File: src/pkg/accreg_regs.svh
// Purpose: register offsets, field positions and reset values of the accelerometer register bank
// Assumes: 7-bit register address space, bit 7 of the command byte is the direction flag
// Notes: definitions only
`ifndef ACCREG_REGS_SVH
`define ACCREG_REGS_SVH

// Direction flag in the command byte
`define ACCREG_DIR_BIT 7
// Read-only axis outputs, identity and status
`define ACCREG_X_HP_LO 7'h00
`define ACCREG_X_HP_HI 7'h01
`define ACCREG_Y_HP_LO 7'h02
`define ACCREG_Y_HP_HI 7'h03
`define ACCREG_Z_HP_LO 7'h04
`define ACCREG_Z_HP_HI 7'h05
`define ACCREG_X_AC_LO 7'h06
`define ACCREG_X_AC_HI 7'h07
`define ACCREG_Y_AC_LO 7'h08
`define ACCREG_Y_AC_HI 7'h09
`define ACCREG_Z_AC_LO 7'h0a
`define ACCREG_Z_AC_HI 7'h0b
`define ACCREG_COMM_CHECK 7'h0c
`define ACCREG_PART_ID 7'h0f
`define ACCREG_ORIENT_CUR 7'h10
`define ACCREG_ORIENT_PRE 7'h11
`define ACCREG_EVT_SRC_A 7'h15
`define ACCREG_EVT_SRC_B 7'h16
`define ACCREG_FLAG_SUM 7'h18
`define ACCREG_EVT_RELEASE 7'h1a
// Read/write configuration, except the read-only queue status and port and the write-only flush
`define ACCREG_MAIN_CFG_A 7'h1b
`define ACCREG_MAIN_CFG_B 7'h1c
`define ACCREG_MAIN_CFG_C 7'h1d
`define ACCREG_EVT_CFG_A 7'h1e
`define ACCREG_EVT_CFG_B 7'h1f
`define ACCREG_EVT_CFG_C 7'h20
`define ACCREG_RATE_CFG 7'h21
`define ACCREG_ORIENT_DEB 7'h28
`define ACCREG_WAKE_DEB 7'h29
`define ACCREG_KNOCK_IVL 7'h2b
`define ACCREG_KNOCK_UPPER 7'h2c
`define ACCREG_KNOCK_LOWER 7'h2d
`define ACCREG_KNOCK_PULSE 7'h2e
`define ACCREG_KNOCK_TOTAL 7'h2f
`define ACCREG_KNOCK_LAT 7'h30
`define ACCREG_KNOCK_SECOND 7'h31
`define ACCREG_QUEUE_CFG_A 7'h32
`define ACCREG_QUEUE_CFG_B 7'h33
`define ACCREG_QUEUE_ST_A 7'h34
`define ACCREG_QUEUE_ST_B 7'h35
`define ACCREG_QUEUE_FLUSH 7'h36
`define ACCREG_SENSE_TEST 7'h3a
`define ACCREG_WAKE_LIMIT 7'h5a
`define ACCREG_ORIENT_ANGLE 7'h5c
`define ACCREG_ORIENT_HYST 7'h6f
`define ACCREG_QUEUE_PORT 7'h7f
// Fields of main_config_a
`define ACCREG_OPER_EN_BIT 7
`define ACCREG_RES_SEL_BIT 6
`define ACCREG_WAKE_EN_BIT 1
// Field of sample_rate_config
`define ACCREG_RATE_MSB 2
`define ACCREG_RATE_LSB 0
// Reset value of every read/write register
`define ACCREG_RW_RESET 8'h00
// Frame length in serial clocks
`define ACCREG_FRAME_BITS 5'd16
`define ACCREG_ADDR_BITS 5'd8

`endif

File: src/pkg/accreg_pkg.sv
// Purpose: types shared by the accelerometer register bank
// Assumes: nothing beyond the register header
// Notes: constants live in accreg_regs.svh
`default_nettype none
package accreg_pkg;
  typedef enum logic [1:0] {
    ACCREG_IDLE,
    ACCREG_ADDR,
    ACCREG_DATA
  } accreg_state_e;
  typedef logic [11:0] accreg_axis_t;
endpackage : accreg_pkg
`default_nettype wire

File: src/rtl/accreg_top.sv
// Purpose: register bank of a three-axis accelerometer behind a 4-wire serial slave port
// Assumes: serial clock, select and data arrive asynchronously and are oversampled by clk_sys
// Notes: one register per frame: address byte then data byte, MSB first
// Notes on behaviour
// - Forty-six byte-wide registers, 7-bit address space
// - Decode each register at its address, honour access
// - Twelve valid bits or eight, by resolution select
// - Refresh outputs once per configured sample period
// - Hold outputs during an axis register read, defer new sample
// - Outputs are two's complement, sign kept
// - Address MSB zero writes, one reads
// - High-pass outputs valid only with wake enabled
`include "accreg_regs.svh"
`timescale 1ns/1ps
`default_nettype none
module accreg_top
  import accreg_pkg::*;
#(
  parameter int ODR_BASE_CYC = 125000,
  parameter logic [7:0] PART_ID_VAL = 8'h5a,
  parameter logic [7:0] COMM_CHECK_VAL = 8'h55
) (
  input wire logic clk_sys,
  input wire logic srst,
  // Serial pins, asynchronous to clk_sys
  input wire logic sclk,
  input wire logic ncs_n,
  input wire logic sdi,
  output logic sdo_o,
  output logic sdo_oe_n,
  // Axis words from the conditioning path, same clock
  input wire accreg_axis_t x_accel,
  input wire accreg_axis_t y_accel,
  input wire accreg_axis_t z_accel,
  input wire accreg_axis_t x_highpass,
  input wire accreg_axis_t y_highpass,
  input wire accreg_axis_t z_highpass,
  // Live status and queue bytes, read as the address byte ends
  input wire logic [7:0] orient_cur,
  input wire logic [7:0] orient_pre,
  input wire logic [7:0] event_src_a,
  input wire logic [7:0] event_src_b,
  input wire logic [7:0] flag_sum,
  input wire logic [7:0] queue_state_a,
  input wire logic [7:0] queue_state_b,
  input wire logic [7:0] queue_data,
  // Side-effect strobes and configuration levels
  output logic queue_flush,
  output logic queue_pop,
  output logic event_release,
  output logic operating_enable,
  output logic resolution_select,
  output logic wake_enable,
  output logic [7:0] cfg_view [0:127]
);

  // The base period is shifted by the rate field; a wider rate field would overflow
  initial begin
    if (ODR_BASE_CYC < 1 || ODR_BASE_CYC > 16777215) begin
      $error("ODR_BASE_CYC out of range");
    end
    // Byte views split a twelve-bit word; another width would not fit them
    if ($bits(accreg_axis_t) != 12) begin
      $error("axis word must be twelve bits");
    end
  end

  // Two-flop synchronisers for the serial pins
  logic [1:0] sclk_sync_r;
  logic [1:0] ncs_sync_r;
  logic [1:0] sdi_sync_r;
  logic sclk_prev_r;
  always_ff @(posedge clk_sys) begin
    if (srst) begin
      sclk_sync_r <= 2'h0;
      ncs_sync_r <= 2'h3;
      sdi_sync_r <= 2'h0;
      sclk_prev_r <= 1'b0;
    end else begin
      sclk_sync_r <= {sclk_sync_r[0], sclk};
      ncs_sync_r <= {ncs_sync_r[0], ncs_n};
      sdi_sync_r <= {sdi_sync_r[0], sdi};
      sclk_prev_r <= sclk_sync_r[1];
    end
  end

  logic sclk_rise;
  logic sclk_fall;
  logic sel;
  // Edges only count while selected, so a free-running clock does no harm
  assign sclk_rise = sel && sclk_sync_r[1] && !sclk_prev_r;
  assign sclk_fall = sel && !sclk_sync_r[1] && sclk_prev_r;
  assign sel = !ncs_sync_r[1];

  // Frame sequencer
  accreg_state_e state_r;
  logic [4:0] bit_cnt_r;
  logic [7:0] rx_r;
  logic [7:0] tx_r;
  logic [6:0] addr_r;
  logic is_read_r;
  logic [7:0] rd_data;
  logic [7:0] rx_nxt;
  logic wr_commit;
  logic addr_done;
  // Shift value including the bit taken at this rising edge
  assign rx_nxt = {rx_r[6:0], sdi_sync_r[1]};
  // Address byte ends at the eighth rising edge
  assign addr_done = sclk_rise && state_r == ACCREG_ADDR && bit_cnt_r == `ACCREG_ADDR_BITS - 5'd1;
  // Write lands at the sixteenth rising edge, before deselect
  assign wr_commit = sclk_rise && state_r == ACCREG_DATA && !is_read_r
    && bit_cnt_r == `ACCREG_FRAME_BITS - 5'd1;

  always_ff @(posedge clk_sys) begin
    if (srst) begin
      state_r <= ACCREG_IDLE;
      bit_cnt_r <= 5'h00;
      rx_r <= 8'h00;
      addr_r <= 7'h00;
      is_read_r <= 1'b0;
    end else if (!sel) begin
      state_r <= ACCREG_IDLE;
      bit_cnt_r <= 5'h00;
    end else begin
      case (state_r)
        ACCREG_IDLE: begin
          state_r <= ACCREG_ADDR;
        end
        ACCREG_ADDR: begin
          if (sclk_rise) begin
            rx_r <= rx_nxt;
            bit_cnt_r <= bit_cnt_r + 5'd1;
            if (addr_done) begin
              addr_r <= rx_nxt[6:0];
              is_read_r <= rx_nxt[`ACCREG_DIR_BIT];
              state_r <= ACCREG_DATA;
            end
          end
        end
        ACCREG_DATA: begin
          // Extra clocks after the data byte are ignored
          if (sclk_rise && bit_cnt_r < `ACCREG_FRAME_BITS) begin
            rx_r <= rx_nxt;
            bit_cnt_r <= bit_cnt_r + 5'd1;
          end
        end
        default: begin
          state_r <= ACCREG_IDLE;
        end
      endcase
    end
  end

  // Output shifter: first bit on the falling edge after the address byte
  always_ff @(posedge clk_sys) begin
    if (srst) begin
      tx_r <= 8'h00;
      sdo_o <= 1'b0;
      sdo_oe_n <= 1'b1;
    end else if (!sel) begin
      sdo_oe_n <= 1'b1;
    end else if (addr_done && rx_nxt[`ACCREG_DIR_BIT]) begin
      tx_r <= rd_data;
    end else if (sclk_fall && state_r == ACCREG_DATA && is_read_r
        && bit_cnt_r < `ACCREG_FRAME_BITS) begin
      sdo_o <= tx_r[7];
      tx_r <= {tx_r[6:0], 1'b0};
      sdo_oe_n <= 1'b0;
    end
  end

  // Read/write configuration storage, indexed by address
  logic [7:0] cfg_r [0:127];
  function automatic logic is_rw(input logic [6:0] a);
    case (a)
      `ACCREG_MAIN_CFG_A, `ACCREG_MAIN_CFG_B, `ACCREG_MAIN_CFG_C,
      `ACCREG_EVT_CFG_A, `ACCREG_EVT_CFG_B, `ACCREG_EVT_CFG_C,
      `ACCREG_RATE_CFG, `ACCREG_ORIENT_DEB, `ACCREG_WAKE_DEB,
      `ACCREG_KNOCK_IVL, `ACCREG_KNOCK_UPPER, `ACCREG_KNOCK_LOWER,
      `ACCREG_KNOCK_PULSE, `ACCREG_KNOCK_TOTAL, `ACCREG_KNOCK_LAT,
      `ACCREG_KNOCK_SECOND, `ACCREG_QUEUE_CFG_A, `ACCREG_QUEUE_CFG_B,
      `ACCREG_SENSE_TEST, `ACCREG_WAKE_LIMIT, `ACCREG_ORIENT_ANGLE,
      `ACCREG_ORIENT_HYST: is_rw = 1'b1;
      default: is_rw = 1'b0;
    endcase
  endfunction : is_rw

  // Only writable addresses take data; protected writes are left to the master
  genvar gi;
  generate
    for (gi = 0; gi < 128; gi++) begin : g_cfg
      always_ff @(posedge clk_sys) begin
        if (srst) begin
          cfg_r[gi] <= `ACCREG_RW_RESET;
        end else if (wr_commit && addr_r == 7'(gi) && is_rw(7'(gi))) begin
          cfg_r[gi] <= rx_nxt;
        end
      end
      assign cfg_view[gi] = is_rw(7'(gi)) ? cfg_r[gi] : 8'h00;
    end
  endgenerate

  // Level outputs straight from the stored main config byte
  assign operating_enable = cfg_r[`ACCREG_MAIN_CFG_A][`ACCREG_OPER_EN_BIT];
  assign resolution_select = cfg_r[`ACCREG_MAIN_CFG_A][`ACCREG_RES_SEL_BIT];
  assign wake_enable = cfg_r[`ACCREG_MAIN_CFG_A][`ACCREG_WAKE_EN_BIT];

  // Side-effect strobes: flush on write, pop and release on read
  always_ff @(posedge clk_sys) begin
    if (srst) begin
      queue_flush <= 1'b0;
      queue_pop <= 1'b0;
      event_release <= 1'b0;
    end else begin
      queue_flush <= wr_commit && addr_r == `ACCREG_QUEUE_FLUSH;
      queue_pop <= addr_done && rx_nxt == {1'b1, `ACCREG_QUEUE_PORT};
      event_release <= addr_done && rx_nxt == {1'b1, `ACCREG_EVT_RELEASE};
    end
  end

  // Sample period divider; off while operation is disabled
  logic [31:0] odr_cnt_r;
  logic [31:0] odr_period;
  logic odr_tick;
  // Each step of the rate field doubles the period; the range check keeps it in 32 bits
  assign odr_period = 32'(ODR_BASE_CYC) << cfg_r[`ACCREG_RATE_CFG][`ACCREG_RATE_MSB:`ACCREG_RATE_LSB];
  assign odr_tick = operating_enable && odr_cnt_r >= odr_period - 32'd1;
  always_ff @(posedge clk_sys) begin
    if (srst || !operating_enable || odr_tick) begin
      odr_cnt_r <= 32'h0;
    end else begin
      odr_cnt_r <= odr_cnt_r + 32'd1;
    end
  end

  // Output hold: a read frame on an axis register freezes the outputs until deselect
  logic out_hold_r;
  // Reads of other registers never stall sampling
  always_ff @(posedge clk_sys) begin
    if (srst || !sel) begin
      out_hold_r <= 1'b0;
    end else if (addr_done && rx_nxt[`ACCREG_DIR_BIT] && rx_nxt[6:0] <= `ACCREG_Z_AC_HI) begin
      out_hold_r <= 1'b1;
    end
  end

  // A tick during a hold is remembered, not dropped; a tick that meets a capture leaves nothing pending
  logic pend_r;
  logic take;
  // The read that starts a hold also blocks the capture in its own cycle,
  // so the byte already shifting out and its partner byte stay a pair
  assign take = (pend_r || odr_tick) && !out_hold_r && !(addr_done && rx_nxt[6:0] <= `ACCREG_Z_AC_HI);
  always_ff @(posedge clk_sys) begin
    if (srst) begin
      pend_r <= 1'b0;
    end else if (odr_tick) begin
      pend_r <= !take;
    end else if (take) begin
      pend_r <= 1'b0;
    end
  end

  // Captured axis words, raw and high-pass
  accreg_axis_t acc_r [0:5];
  always_ff @(posedge clk_sys) begin
    if (srst) begin
      for (int i = 0; i < 6; i++) begin
        acc_r[i] <= 12'h000;
      end
    end else if (take) begin
      acc_r[0] <= x_highpass;
      acc_r[1] <= y_highpass;
      acc_r[2] <= z_highpass;
      acc_r[3] <= x_accel;
      acc_r[4] <= y_accel;
      acc_r[5] <= z_accel;
    end
  end

  // Byte views: sign in high byte, low nibble only at twelve-bit resolution
  function automatic logic [7:0] axis_byte(input accreg_axis_t d, input logic hi,
                                           input logic res12);
    if (hi) begin
      axis_byte = d[11:4];
    end else begin
      axis_byte = res12 ? {d[3:0], 4'h0} : 8'h00;
    end
  endfunction : axis_byte

  // Read multiplexer; write-only and unused addresses return zero
  logic [6:0] rd_addr;
  logic hp_ok;
  assign rd_addr = rx_nxt[6:0];
  assign hp_ok = wake_enable;

  // Axis slot of a read address: raw words sit after the three filtered ones
  logic [2:0] axis_slot;
  always_comb begin
    case (rd_addr)
      `ACCREG_X_HP_LO, `ACCREG_X_HP_HI: axis_slot = 3'd0;
      `ACCREG_Y_HP_LO, `ACCREG_Y_HP_HI: axis_slot = 3'd1;
      `ACCREG_Z_HP_LO, `ACCREG_Z_HP_HI: axis_slot = 3'd2;
      `ACCREG_X_AC_LO, `ACCREG_X_AC_HI: axis_slot = 3'd3;
      `ACCREG_Y_AC_LO, `ACCREG_Y_AC_HI: axis_slot = 3'd4;
      `ACCREG_Z_AC_LO, `ACCREG_Z_AC_HI: axis_slot = 3'd5;
      default: axis_slot = 3'd0;
    endcase
  end

  always_comb begin
    rd_data = 8'h00;
    if (rd_addr <= `ACCREG_Z_HP_HI) begin
      // Filtered words mean nothing without wake detection
      rd_data = hp_ok ? axis_byte(acc_r[axis_slot], rd_addr[0], resolution_select) : 8'h00;
    end else if (rd_addr <= `ACCREG_Z_AC_HI) begin
      // Odd addresses are the high bytes
      rd_data = axis_byte(acc_r[axis_slot], rd_addr[0], resolution_select);
    end else if (is_rw(rd_addr)) begin
      rd_data = cfg_r[rd_addr];
    end else begin
      case (rd_addr)
        `ACCREG_COMM_CHECK: rd_data = COMM_CHECK_VAL;
        `ACCREG_PART_ID: rd_data = PART_ID_VAL; // Arbitrary value
        `ACCREG_ORIENT_CUR: rd_data = orient_cur;
        `ACCREG_ORIENT_PRE: rd_data = orient_pre;
        `ACCREG_EVT_SRC_A: rd_data = event_src_a;
        `ACCREG_EVT_SRC_B: rd_data = event_src_b;
        `ACCREG_FLAG_SUM: rd_data = flag_sum;
        `ACCREG_QUEUE_ST_A: rd_data = queue_state_a;
        `ACCREG_QUEUE_ST_B: rd_data = queue_state_b;
        `ACCREG_QUEUE_PORT: rd_data = queue_data;
        default: rd_data = 8'h00;
      endcase
    end
  end

endmodule : accreg_top
`default_nettype wire

File: config.mk
export PLATFORM = sky130hd
export DESIGN_NAME = accreg_top
export DESIGN_NICKNAME = d
export VERILOG_FILES = /design/src/pkg/accreg_pkg.sv /design/src/rtl/accreg_top.sv
export VERILOG_INCLUDE_DIRS = /design/src /design/src/pkg
export SDC_FILE = /design/constraint.sdc
export NUM_CORES = 1
export LEC_CHECK = 0
export BUFFER_PORTS_ARGS = -buffer_cell sky130_fd_sc_hd__buf_2
export CORE_AREA = 2 2 456 458
export DETAILED_ROUTE_END_ITERATION = 8
export DIE_AREA = 0 0 458 460
export PLACE_DENSITY = 0.34
export SLEW_MARGIN = 30
export SYNTH_ARGS = -nofsm -noshare
export SYNTH_HDL_FRONTEND = slang
export SYNTH_SLANG_ARGS = --single-unit
File: constraint.sdc
create_clock -name clk_sys -period 13.5 [get_ports clk_sys]
set_clock_uncertainty 0.2 [all_clocks]
set_input_delay 0.675 -clock clk_sys [delete_from_list [all_inputs] [get_ports clk_sys]]
set_output_delay 0.675 -clock clk_sys [all_outputs]
set_load 0.03 [all_outputs]
* Yosys cells after proc, flatten, opt, wreduce, memory -nomap -nowiden
Memories as Yosys holds them, arrays and structs flattened.
Cells that the tools add are included.
** Storage, ports and cells
- Flip-flop bits (word level) :: 76
- ROM bits :: 48
- Memories kept :: 3
- Output and inout bits :: 1032
- Input bits :: 141
- Logic and storage cells :: 317
- Bits in writable memories :: 1096
** Cells by class
- Multiplexer cells :: 123
- Shifts and indexed selects :: 1
- Magnitude comparators :: 4
- Add/sub/neg operators :: 3
- Equality and inequality tests :: 64
- Reduce and logical (&&, ||, !) cells :: 70
- Bitwise gates (word level) :: 31
** Memories
- cfg_r :: words 128, bits a word 8, read ports 23, clocked after memory_dff 0, wr ports 128, RTL line accreg_top.sv:173 : logic [7:0] cfg_r [0:127];
- acc_r :: words 6, bits a word 12, read ports 1, clocked after memory_dff 0, wr ports 6, RTL line accreg_top.sv:264 : accreg_axis_t acc_r [0:5];
- (no name shown) :: words 16, bits a word 3, read ports 1, clocked after memory_dff 0, wr ports 0, RTL line accreg_top.sv:299 : case (rd_addr)
** Operators by type and width (number)
- 2-to-1 mux 8 bit :: 30
- == test 7 x 6 -> 1 bit, second input constant :: 31
- == test 7 x 5 -> 1 bit, second input constant :: 15
- one-hot mux 8 bit (10 select lines) :: 1
- 2-to-1 mux 1 bit :: 76
- 2-to-1 mux 12 bit :: 6
- == test 7 bit, second input constant :: 7
- logical AND 1 bit :: 44
- adder 32 x 1 -> 32 bit, second input constant :: 1
- >= comparator 32 bit :: 1
- left shift 17 x 3 -> 32 bit, first input constant :: 1
- subtractor 32 x 1 -> 32 bit, second input constant :: 1
- bitwise OR 1 bit :: 28
- OR reduction 22 bit :: 1
- == test 8 bit, second input constant :: 2
- == test 7 x 4 -> 1 bit, second input constant :: 2
- 2-to-1 mux 7 bit :: 2
- one-hot mux 7 bit (2 select lines) :: 1
- 2-to-1 mux 5 bit :: 2
- one-hot mux 5 bit (2 select lines) :: 1
- AND reduction 3 bit :: 3
- zero test 1 bit :: 8
- AND reduction 4 bit :: 2
- less-or-equal comparator 7 x 3 -> 1 bit, second input constant :: 1
- 19 further kinds :: 29

* Logic depth before layout (Yosys ltp)
Gate-level depths: netlist of the first run.
- Word-level depth :: 12
- Mapped depth :: 19
- Depth with buffers taken out :: 15

* Least setup slack after synthesis of the first run
Ideal clock, no wire load.
- Kind :: register to register
- From :: memory cfg_r[33][1]
- To :: memory acc_r[0][0] (netlist name), enable pin
- Arrival time :: 5.536 ns
- Period minus slack after synthesis :: 6.485 ns
- Cell stages (with the launch flop) :: 18
- Path buffers :: 2
- Path slack :: 7.015 ns
- Setup time :: 0.748 ns
- Required time :: 12.552 ns
- Cells stage by stage :: edfxtp_1 clkbuf_1 inv_1 ha_1 clkbuf_1 nor3_1 a21o_1 o221ai_1 a221oi_1 a21oi_1 a21oi_1 ha_1 and4_1 and4_1 a22oi_1 o211ai_1 a221oi_4 nand2b_1
** RTL lines (RTL line)
- start, declared :: accreg_top.sv:173
- end, declared :: accreg_top.sv:264

==> summary.md, run 1 <==
| Metric | Value |
|---|---|
| Clock share of power | `0.423` |
| Die height | `roughly 460 um` |
| Final WL | `between 90 and 100 mm` |
| Fin. Hold Viols | `0` |
| Initial antenna violation count | `9` |
| Setup TNS | `0 ns` |
| Worst r2r src | `cfg_r[33][1]` |
| Post-layout min period | `roughly 6 ns` |
| Syn Inst Count | `between 2000 and 2500` |
| Distinct cells, synth | `84` |
| Cell Int Power | `approximately 1800 uW` |
| DP Wirelength | `a little over 70 mm` |
| Full die area | `~210000 sq um` |
| Routed Antenna Nets | `0` |
| Worst-path cell chain | `inv_1 -> ha_1 -> nor3_1 -> a21o_1 -> o221ai_1 -> a221oi_1 -> a21oi_1 -> a21oi_1 -> ha_1 -> and4_1 -> and4_1 -> a22oi_1 -> o211ai_1 -> a221oi_4 -> buf_4 -> nand2b_4 -> buf_12` |
| Reg2reg setup slack | `7.58 ns` |
| Reg2reg path depth | `17` |
| Max-Cap Viols | `0` |
| Top Ports | `about 1200` |
| Crit path kind | `flop to flop` |
| Final Setup Violations | `0` |
| Post_cts resized | `0` |
| Via count | `16100` |
| Final Cell Area | `~27000 sq um` |
| Global route overflow | `0` |
| Top sig layer | `met5` |
| Vias per inst | `2.98` |
| Net Sw Frac | `0.341` |
| TritonCTS Sinks | `324` |
| WHS Endpoint | `sdi_sync_r[0]` |
| Number of synthesized flops with an enable pin | `approximately 250` |
| Final Wtd Congestion | `0.783` |
| Comb pwr share | `0.177` |
| Number of global-route vias before repair | `14500` |
| Critical path peak fanout | `39` |
| Final net count | `2849` |
| Row cnt | `~170` |
| Commonest non-fill, non-tap cell in the layout | `conb_1` |
| Most frequent cells in the layout | `conb_1 (856), buf_2 (323), edfxtp_1 (248)` |
| YS warnings | `0` |
| CP Capture Type | `flop` |
| Final cycle utilization of the critical path | `0.438` |
| Least-Margin Pin Slew | `1.00 ns` |
| Mapped Area | `between 20000 and 25000 sq um` |
| Post CTS Setup Buffer Count | `0` |
| Synth async-reset ratio | `0` |
| Met2 WL | `between 40 and 50 mm` |
| Placed insts | `between 5000 and 6000` |
| Met3 Routed Length | `5.89 mm` |
| # DRC | `0` |
| Slew Limit Fails | `0` |
| Share of cells above drive strength 1 | `0.191` |
| CTS tree | `built` |
| Total power | `2790 uW` |
| CTS buffer count | `38` |
| Largest net degree at the start of global routing | `77` |
| Part of the power in registers | `0.400` |
| Startpoint Class | `flop` |
| Hold wc startpoint | `sdi` |
| CP peak stage delay | `0.77 ns` |
| Max Clk Rate | `around 170 MHz` |
| Worst r2r dst | `acc_r[2][7]` |
| RSZ-0062 raised after global routing | `false` |
| Slew HR | `0.329` |
| DR iter-0 viols | `1065` |
| Placed cell area | `about 25000 sq um` |
| P per Cell Area | `about 110 nW/um^2` |
| Clock slew at reported path FFs | `about 0.060 ns` |
| Switching power | `around 950 uW` |
| P&R area growth vs syn | `12.2%` |
| Hold Path Class | `primary input to flop` |
| Maximum vdd drop | `around 0.070 mV` |
| Crit path launch | `cfg_r[33][1]` |
| Worst EP required | `13.59 ns` |
| H-tree Lvls | `2` |
| Avg Inst Size Synth | `9.80 sq um` |
| Post-route insts no fill | `roughly 5400` |
| Primary FF master, synth | `edfxtp_1` |
| Status | `complete, no violations` |
| First-pass GRT wire length | `between 100 and 150 mm` |
| Number of port buffers | `about 320` |
| Initial Util | `0.115` |
| Core Area | `between 200000 and 250000 sq um` |
| Worst skew pair latency | `around 0.59 ns` |
| DRT met1 WL | `37.3 mm` |
| Worst Path Arrival | `about 6 ns` |
| DRT Pass-1 Iters | `6` |
| Register bit total from synthesis | `between 300 and 400` |
| Clock Path Buffers | `3` |
| Sequential share of the synthesized area | `0.379` |
| Detailed-route wire length per cell | `about 17 um` |
| # fillers | `about 24000` |
| Post-cts hold buffer count | `0` |
| Leakage | `0.0105 uW` |
| WHS Path Cells | `2` |
| Root Driver | `clkbuf_16` |
| Die W | `458 um` |
| Critical Path Slowest Stage Cell | `edfxtp_1` |
| Total GRT Usage | `0.0828` |
[routing by layer]
layer | up-vias | track usage
li1 | 7244 | -
met1 | 8014 | 0.0993
met2 | 750 | 0.152
met3 | 65 | 0.0169
met4 | 8 | 0.0150
met5 | - | 0
[flip-flops by register name, summed over array words and instances, names as in the netlist, 5 cells and up]
name and flops:
odr_cnt_r 32, addr_r 7, acc_r 72, bit_cnt_r 5
cfg_r 176, tx_r 8, rx_r 7
[power groups by stage]
| stage | Clock [uW] | Combinational (uW) | Sequential, uW |
|---|---|---|---|
| after floorplan | 0 | 560 | 1170 |
| after global placement | 0 | 493 | 1140 |
| after detailed placement | 0 | 492 | 1140 |
| after CTS | 1220 | 493 | 1120 |
| after global routing | 1240 | 521 | 1120 |
| final | 1180 | 493 | 1120 |
[critical path: cells and delay by family (launching register included)]
family,cells,cell delay (ns)
flops,1,0.77
simple gates,4,1.23
compound gates,8,1.68
fa+ha+maj,2,0.75
buf+inv,3,0.94
[synthesized netlist by cell type, drive strengths merged, types with 37 or more instances]
master / instances / area (sq um)
dfxtp: 76 / 1520
edfxtp: 248 / 7450
clkbuf: 101 / 379
a21oi: 71 / 355
nand2: 73 / 274
nor3b: 79 / 654
and2: 83 / 522
nand3: 37 / 185
nor3: 69 / 372
ha: 39 / 488
buf: 893 / 6650
nor4: 71 / 444
nor2: 119 / 447
[final cells by class]
cell class	count	area (sq um)	area share
Antenna cell	1	2.50	0.0000943
Clock buffer	43	991	0.0373
Clock inverter	27	379	0.0143
Inverter	14	52.6	0.00198
Multi-Input combinational cell	1937	10900	0.409
Sequential cell	324	8980	0.338
Tap cell	2704	3380	0.127
Timing Repair Buffer	354	1900	0.0716
[metrics by stage]
stage	utilization	hold slack [ns]	worst slack, ns
6_report	0.129	0.106	7.58
2_1_floorplan	-	0.189	7.02
4_1_cts	0.129	0.0670	6.92
3_3_place_gp	0.122	0.235	6.78
3_5_place_dp	0.122	0.229	6.95
5_1_grt	0.129	0.0932	7.09
[cells by family (layout without fill, tap and decap cells)]
group / after synthesis / after routing / share of synthesized area
buffers and inverters: 1008 / 438 / 0.299
and+or+nand+nor: 655 / 655 / 0.159
DFF: 324 / 324 / 0.379
AOI/OAI and AO/OA: 270 / 270 / 0.0809
muxes: 76 / 76 / 0.0454
xor gates and xnor gates: 41 / 41 / 0.0152
adders and majority gates: 39 / 39 / 0.0206
other: 2 / 857 / 0.000317
[how the worst max path moves through the flow]
stage                   to  slack, ns  depth (start not counted)
3_3_place_gp   acc_r[1][7]       6.78                         16
2_1_floorplan  acc_r[0][0]       7.02                         17
4_1_cts        acc_r[1][7]       6.92                         17
3_5_place_dp   acc_r[3][7]       6.95                         17
6_report       acc_r[2][7]       7.58                         17
5_1_grt        acc_r[3][7]       7.09                         17
(Power assumes the default switching activity.)
==> run 2, diff against run 1 <==
- ABC_AREA: unset -> 1
- CORE_AREA: 2 2 456 458 -> 2 2 452 454
- DIE_AREA: 0 0 458 460 -> 0 0 454 456
- PLACE_DENSITY: 0.34 -> 0.35
- clock period: 13.5 -> 5.2 ns (I/O delays scaled with it)
==> summary.md, run 2 <==
| Metric | Value |
|---|---|
| YS warnings | `0` |
| Least-Margin Pin Slew | `slightly above 0.9 ns` |
| Detailed-route wire length per cell | `about 15 um` |
| Commonest non-fill, non-tap cell in the layout | `conb_1` |
| Via count | `17500` |
| Number of port buffers | `~320` |
| Full die area | `between 200000 and 250000 sq um` |
| Sequential share of the synthesized area | `0.380` |
| Slew HR | `0.379` |
| WHS Endpoint | `tx_r[3]` |
| Comb pwr share | `0.199` |
| CTS tree | `built` |
| Clock Path Buffers | `3` |
| Most used routing layer | `met2` |
| Global route overflow | `0` |
| P&R area growth vs syn | `15.6%` |
| Core Util, Final | `0.135` |
| Post-route insts no fill | `roughly 6000` |
| Worst EP required | `about 5.3 ns` |
| Initial Util | `0.117` |
| Final WL | `roughly 87 mm` |
| Row cnt | `165` |
| Hold wc startpoint | `flag_sum[3]` |
| Critical Path Slowest Stage Cell | `buf_4` |
| Placed cell area | `~25000 sq um` |
| Max Clk Rate | `between 200 and 250 MHz` |
| Top Ports | `between 1000 and 1500` |
| DP Wirelength | `around 70 mm` |
| Share of cells above drive strength 1 | `0.149` |
| Critical Path Stages | `21` |
| Vias per inst | `between 2 and 3` |
| Number of global-route vias before repair | `between 15000 and 20000` |
| Crit path top cell by count | `nand2_1` |
| # DRC | `0` |
| Post-cts hold buffer count | `78` |
| Fin. Hold Viols | `0` |
| Initial antenna violation count | `12` |
| Register bit total from synthesis | `~320` |
| Crit path kind | `flop to flop` |
| Critical path peak fanout | `72` |
| Final Setup Violations | `0` |
| Startpoint Class | `flop` |
| Synth top area share | `0.316` |
| Clock slew at reported path FFs | `around 0.06 ns` |
| Cell family with most CP delay | `simple AND/OR/NAND/NOR gates` |
| Core Area | `202000 sq um` |
| TritonCTS Sinks | `about 320` |
| Post-synth top area cell | `edfxtp_1` |
| Clock share of power | `0.395` |
| Worst Path Arrival | `4.58 ns` |
| Reg2reg path depth | `21` |
| Root Driver | `clkbuf_16` |
| Avg Inst Size Synth | `between 8 and 9 sq um` |
| Top cells by area, synth | `edfxtp_1 (32%), buf_4 (27%), nand2_1 (8.4%)` |
| Mapped Area | `23600 sq um` |
| Bufs and invs on worst path | `3` |
| Max-Cap Viols | `0` |
| Worst r2r dst | `acc_r[2][2]` |
| Cell Int Power | `roughly 4700 uW` |
| Status | `complete, no violations` |
| Maximum vdd drop | `~0.19 mV` |
| Hold Path Class | `primary input to flop` |
| Synth async-reset ratio | `0` |
| CTS buffer count | `39` |
| CP peak stage delay | `around 0.6 ns` |
| H-tree Lvls | `2` |
| Setup TNS | `0 ns` |
| Number of synthesized flops with an enable pin | `~250` |
| First-pass GRT wire length | `approximately 120 mm` |
| Worst-path cell chain | `inv_1 -> ha_1 -> inv_1 -> nor2_1 -> a21oi_1 -> o21ai_0 -> nor2_1 -> nand3_1 -> xnor2_1 -> ha_1 -> a21oi_1 -> o21ai_0 -> nand2_1 -> o211ai_1 -> a21oi_1 -> nand2_1 -> nand2_1 -> nand2_1 -> nand3_4 -> buf_4 -> nor2_1` |
| Syn Inst Count | `just under 3000` |
| Placed insts | `a little under 6000` |
| Part of the power in registers | `0.406` |
| Final Wtd Congestion | `about 0.8` |
| Worst r2r src | `cfg_r[33][1]` |
| CP Capture Type | `flop` |
| Final Cell Area | `~27000 sq um` |
| DR iter-0 viols | `1219` |
| Top-count cell post-synth | `buf_4` |
| Largest register by flop count | `cfg_r` |
| Biggest regs | `cfg_r: 176 flops, acc_r: 72 flops, odr_cnt_r: 32 flops` |
| Routed Antenna Nets | `0` |
| Max FFs per register | `approximately 180` |
| Die W | `454 um` |
| P per Cell Area | `roughly 270 nW/um^2` |
| Net Sw Frac | `0.347` |
| WHS Path Cells | `7` |
| Primary FF master, synth | `edfxtp_1` |
| M2 GR Usage | `0.150` |
| Switching power | `between 2000 and 3000 uW` |
| Reg2reg setup slack | `roughly 0.69 ns` |
| Post-layout min period | `4.51 ns` |
| Most common library cells after synthesis | `buf_4 (862), nand2_1 (530), nor2_1 (361)` |
| Post CTS Setup Buffer Count | `0` |
| Largest net degree at the start of global routing | `73` |
| Total power | `7270 uW` |
| Final net count | `approximately 3500` |
| RSZ-0062 raised after global routing | `false` |
| Slew Limit Fails | `0` |
| DRT Pass-1 Iters | `7` |
| Worst skew pair latency | `about 0.57 ns` |
| GR Util met1 | `0.0885` |
| Most frequent cells in the layout | `conb_1 (856), nand2_1 (529), nor2_1 (360)` |
| Met3 usage | `0.0150` |
| Die height | `456 um` |
| Leakage | `0.0118 uW` |
| Post_cts resized | `0` |
| Distinct cells, synth | `slightly below 50` |
| Final cycle utilization of the critical path | `0.867` |
| Total GRT Usage | `0.0788` |
[run 2: cell types whose count changed after synthesis, sizes merged, moves of 32 or more]
cell    before  now
and2        83    0
clkbuf     101   29
inv         11  216
mux2i       32    0
nand2       73  538
nand3       37  146
nor2       119  385
nor3b       79    3
nor4        71    8
o21ai       26   70
[run 2: power by group through the flow]
stage	logic [uW]	clock network, uW	registers [uW]
after floorplan	1470	0	3120
after global placement	1400	0	3010
after detailed placement	1400	0	3010
after CTS	1440	2960	2960
after global routing	1540	3030	2960
final	1450	2870	2950
[run 2: per-stage QoR]
stage          hold WS (ns)  worst slack, ns
6_report             0.0550            0.693
5_1_grt               0.117            0.179
4_1_cts              0.0539            0.661
3_5_place_dp          0.197            0.665
3_3_place_gp          0.201            0.684
2_1_floorplan         0.164            0.117
[run 2: cells by family (layout without fill, tap and decap cells)]
family,after synthesis,count (layout),synth area share
buffers and inverters,1150,721,0.325
AO/OA/AOI/OAI,186,186,0.0426
AND/OR/NAND/NOR,1187,1187,0.220
adder cells (fa/ha/maj),39,39,0.0207
other,2,858,0.000318
XOR/XNOR,31,31,0.0115
flip-flops,324,324,0.380
[run 2: how the worst max path moves through the flow]
stage / from / to / slack [ns]
after floorplan: cfg_r[33][0] / acc_r[0][0] / 0.12
after global placement: cfg_r[33][0] / acc_r[4][8] / 0.68
after detailed placement: cfg_r[33][0] / acc_r[3][0] / 0.67
after CTS: cfg_r[33][0] / acc_r[2][2] / 0.66
after global routing: cfg_r[33][1] / acc_r[3][0] / 0.18
final: cfg_r[33][1] / acc_r[2][2] / 0.69
[run 2: final cells by class]
type | count | area, sq um
antenna | 2 | 5.00
clock buffer | 54 | 1090
clock inverter | 18 | 204
fill | 23100 | 174000
inverter | 221 | 838
multi-input combinational | 2299 | 10200
sequential | 324 | 8970
tap | 2672 | 3340
timing repair buffer | 428 | 2640
[run 2: metal layers]
| layer | vias to the layer above | wire length [um] |
|---|---|---|
| met5 | - | 67 |
| met4 | 10 | 2320 |
| met3 | 100 | 4910 |
| met2 | 713 | 47000 |
| met1 | 8216 | 33200 |
| li1 | 8416 | - |
[run 2: worst min-delay path, delay by kind of cell]
kind                   cells  cell delay, ns
AOI/OAI and AO/OA          1            0.11
buffers and inverters      1            0.08
and+or+nand+nor            5            0.32
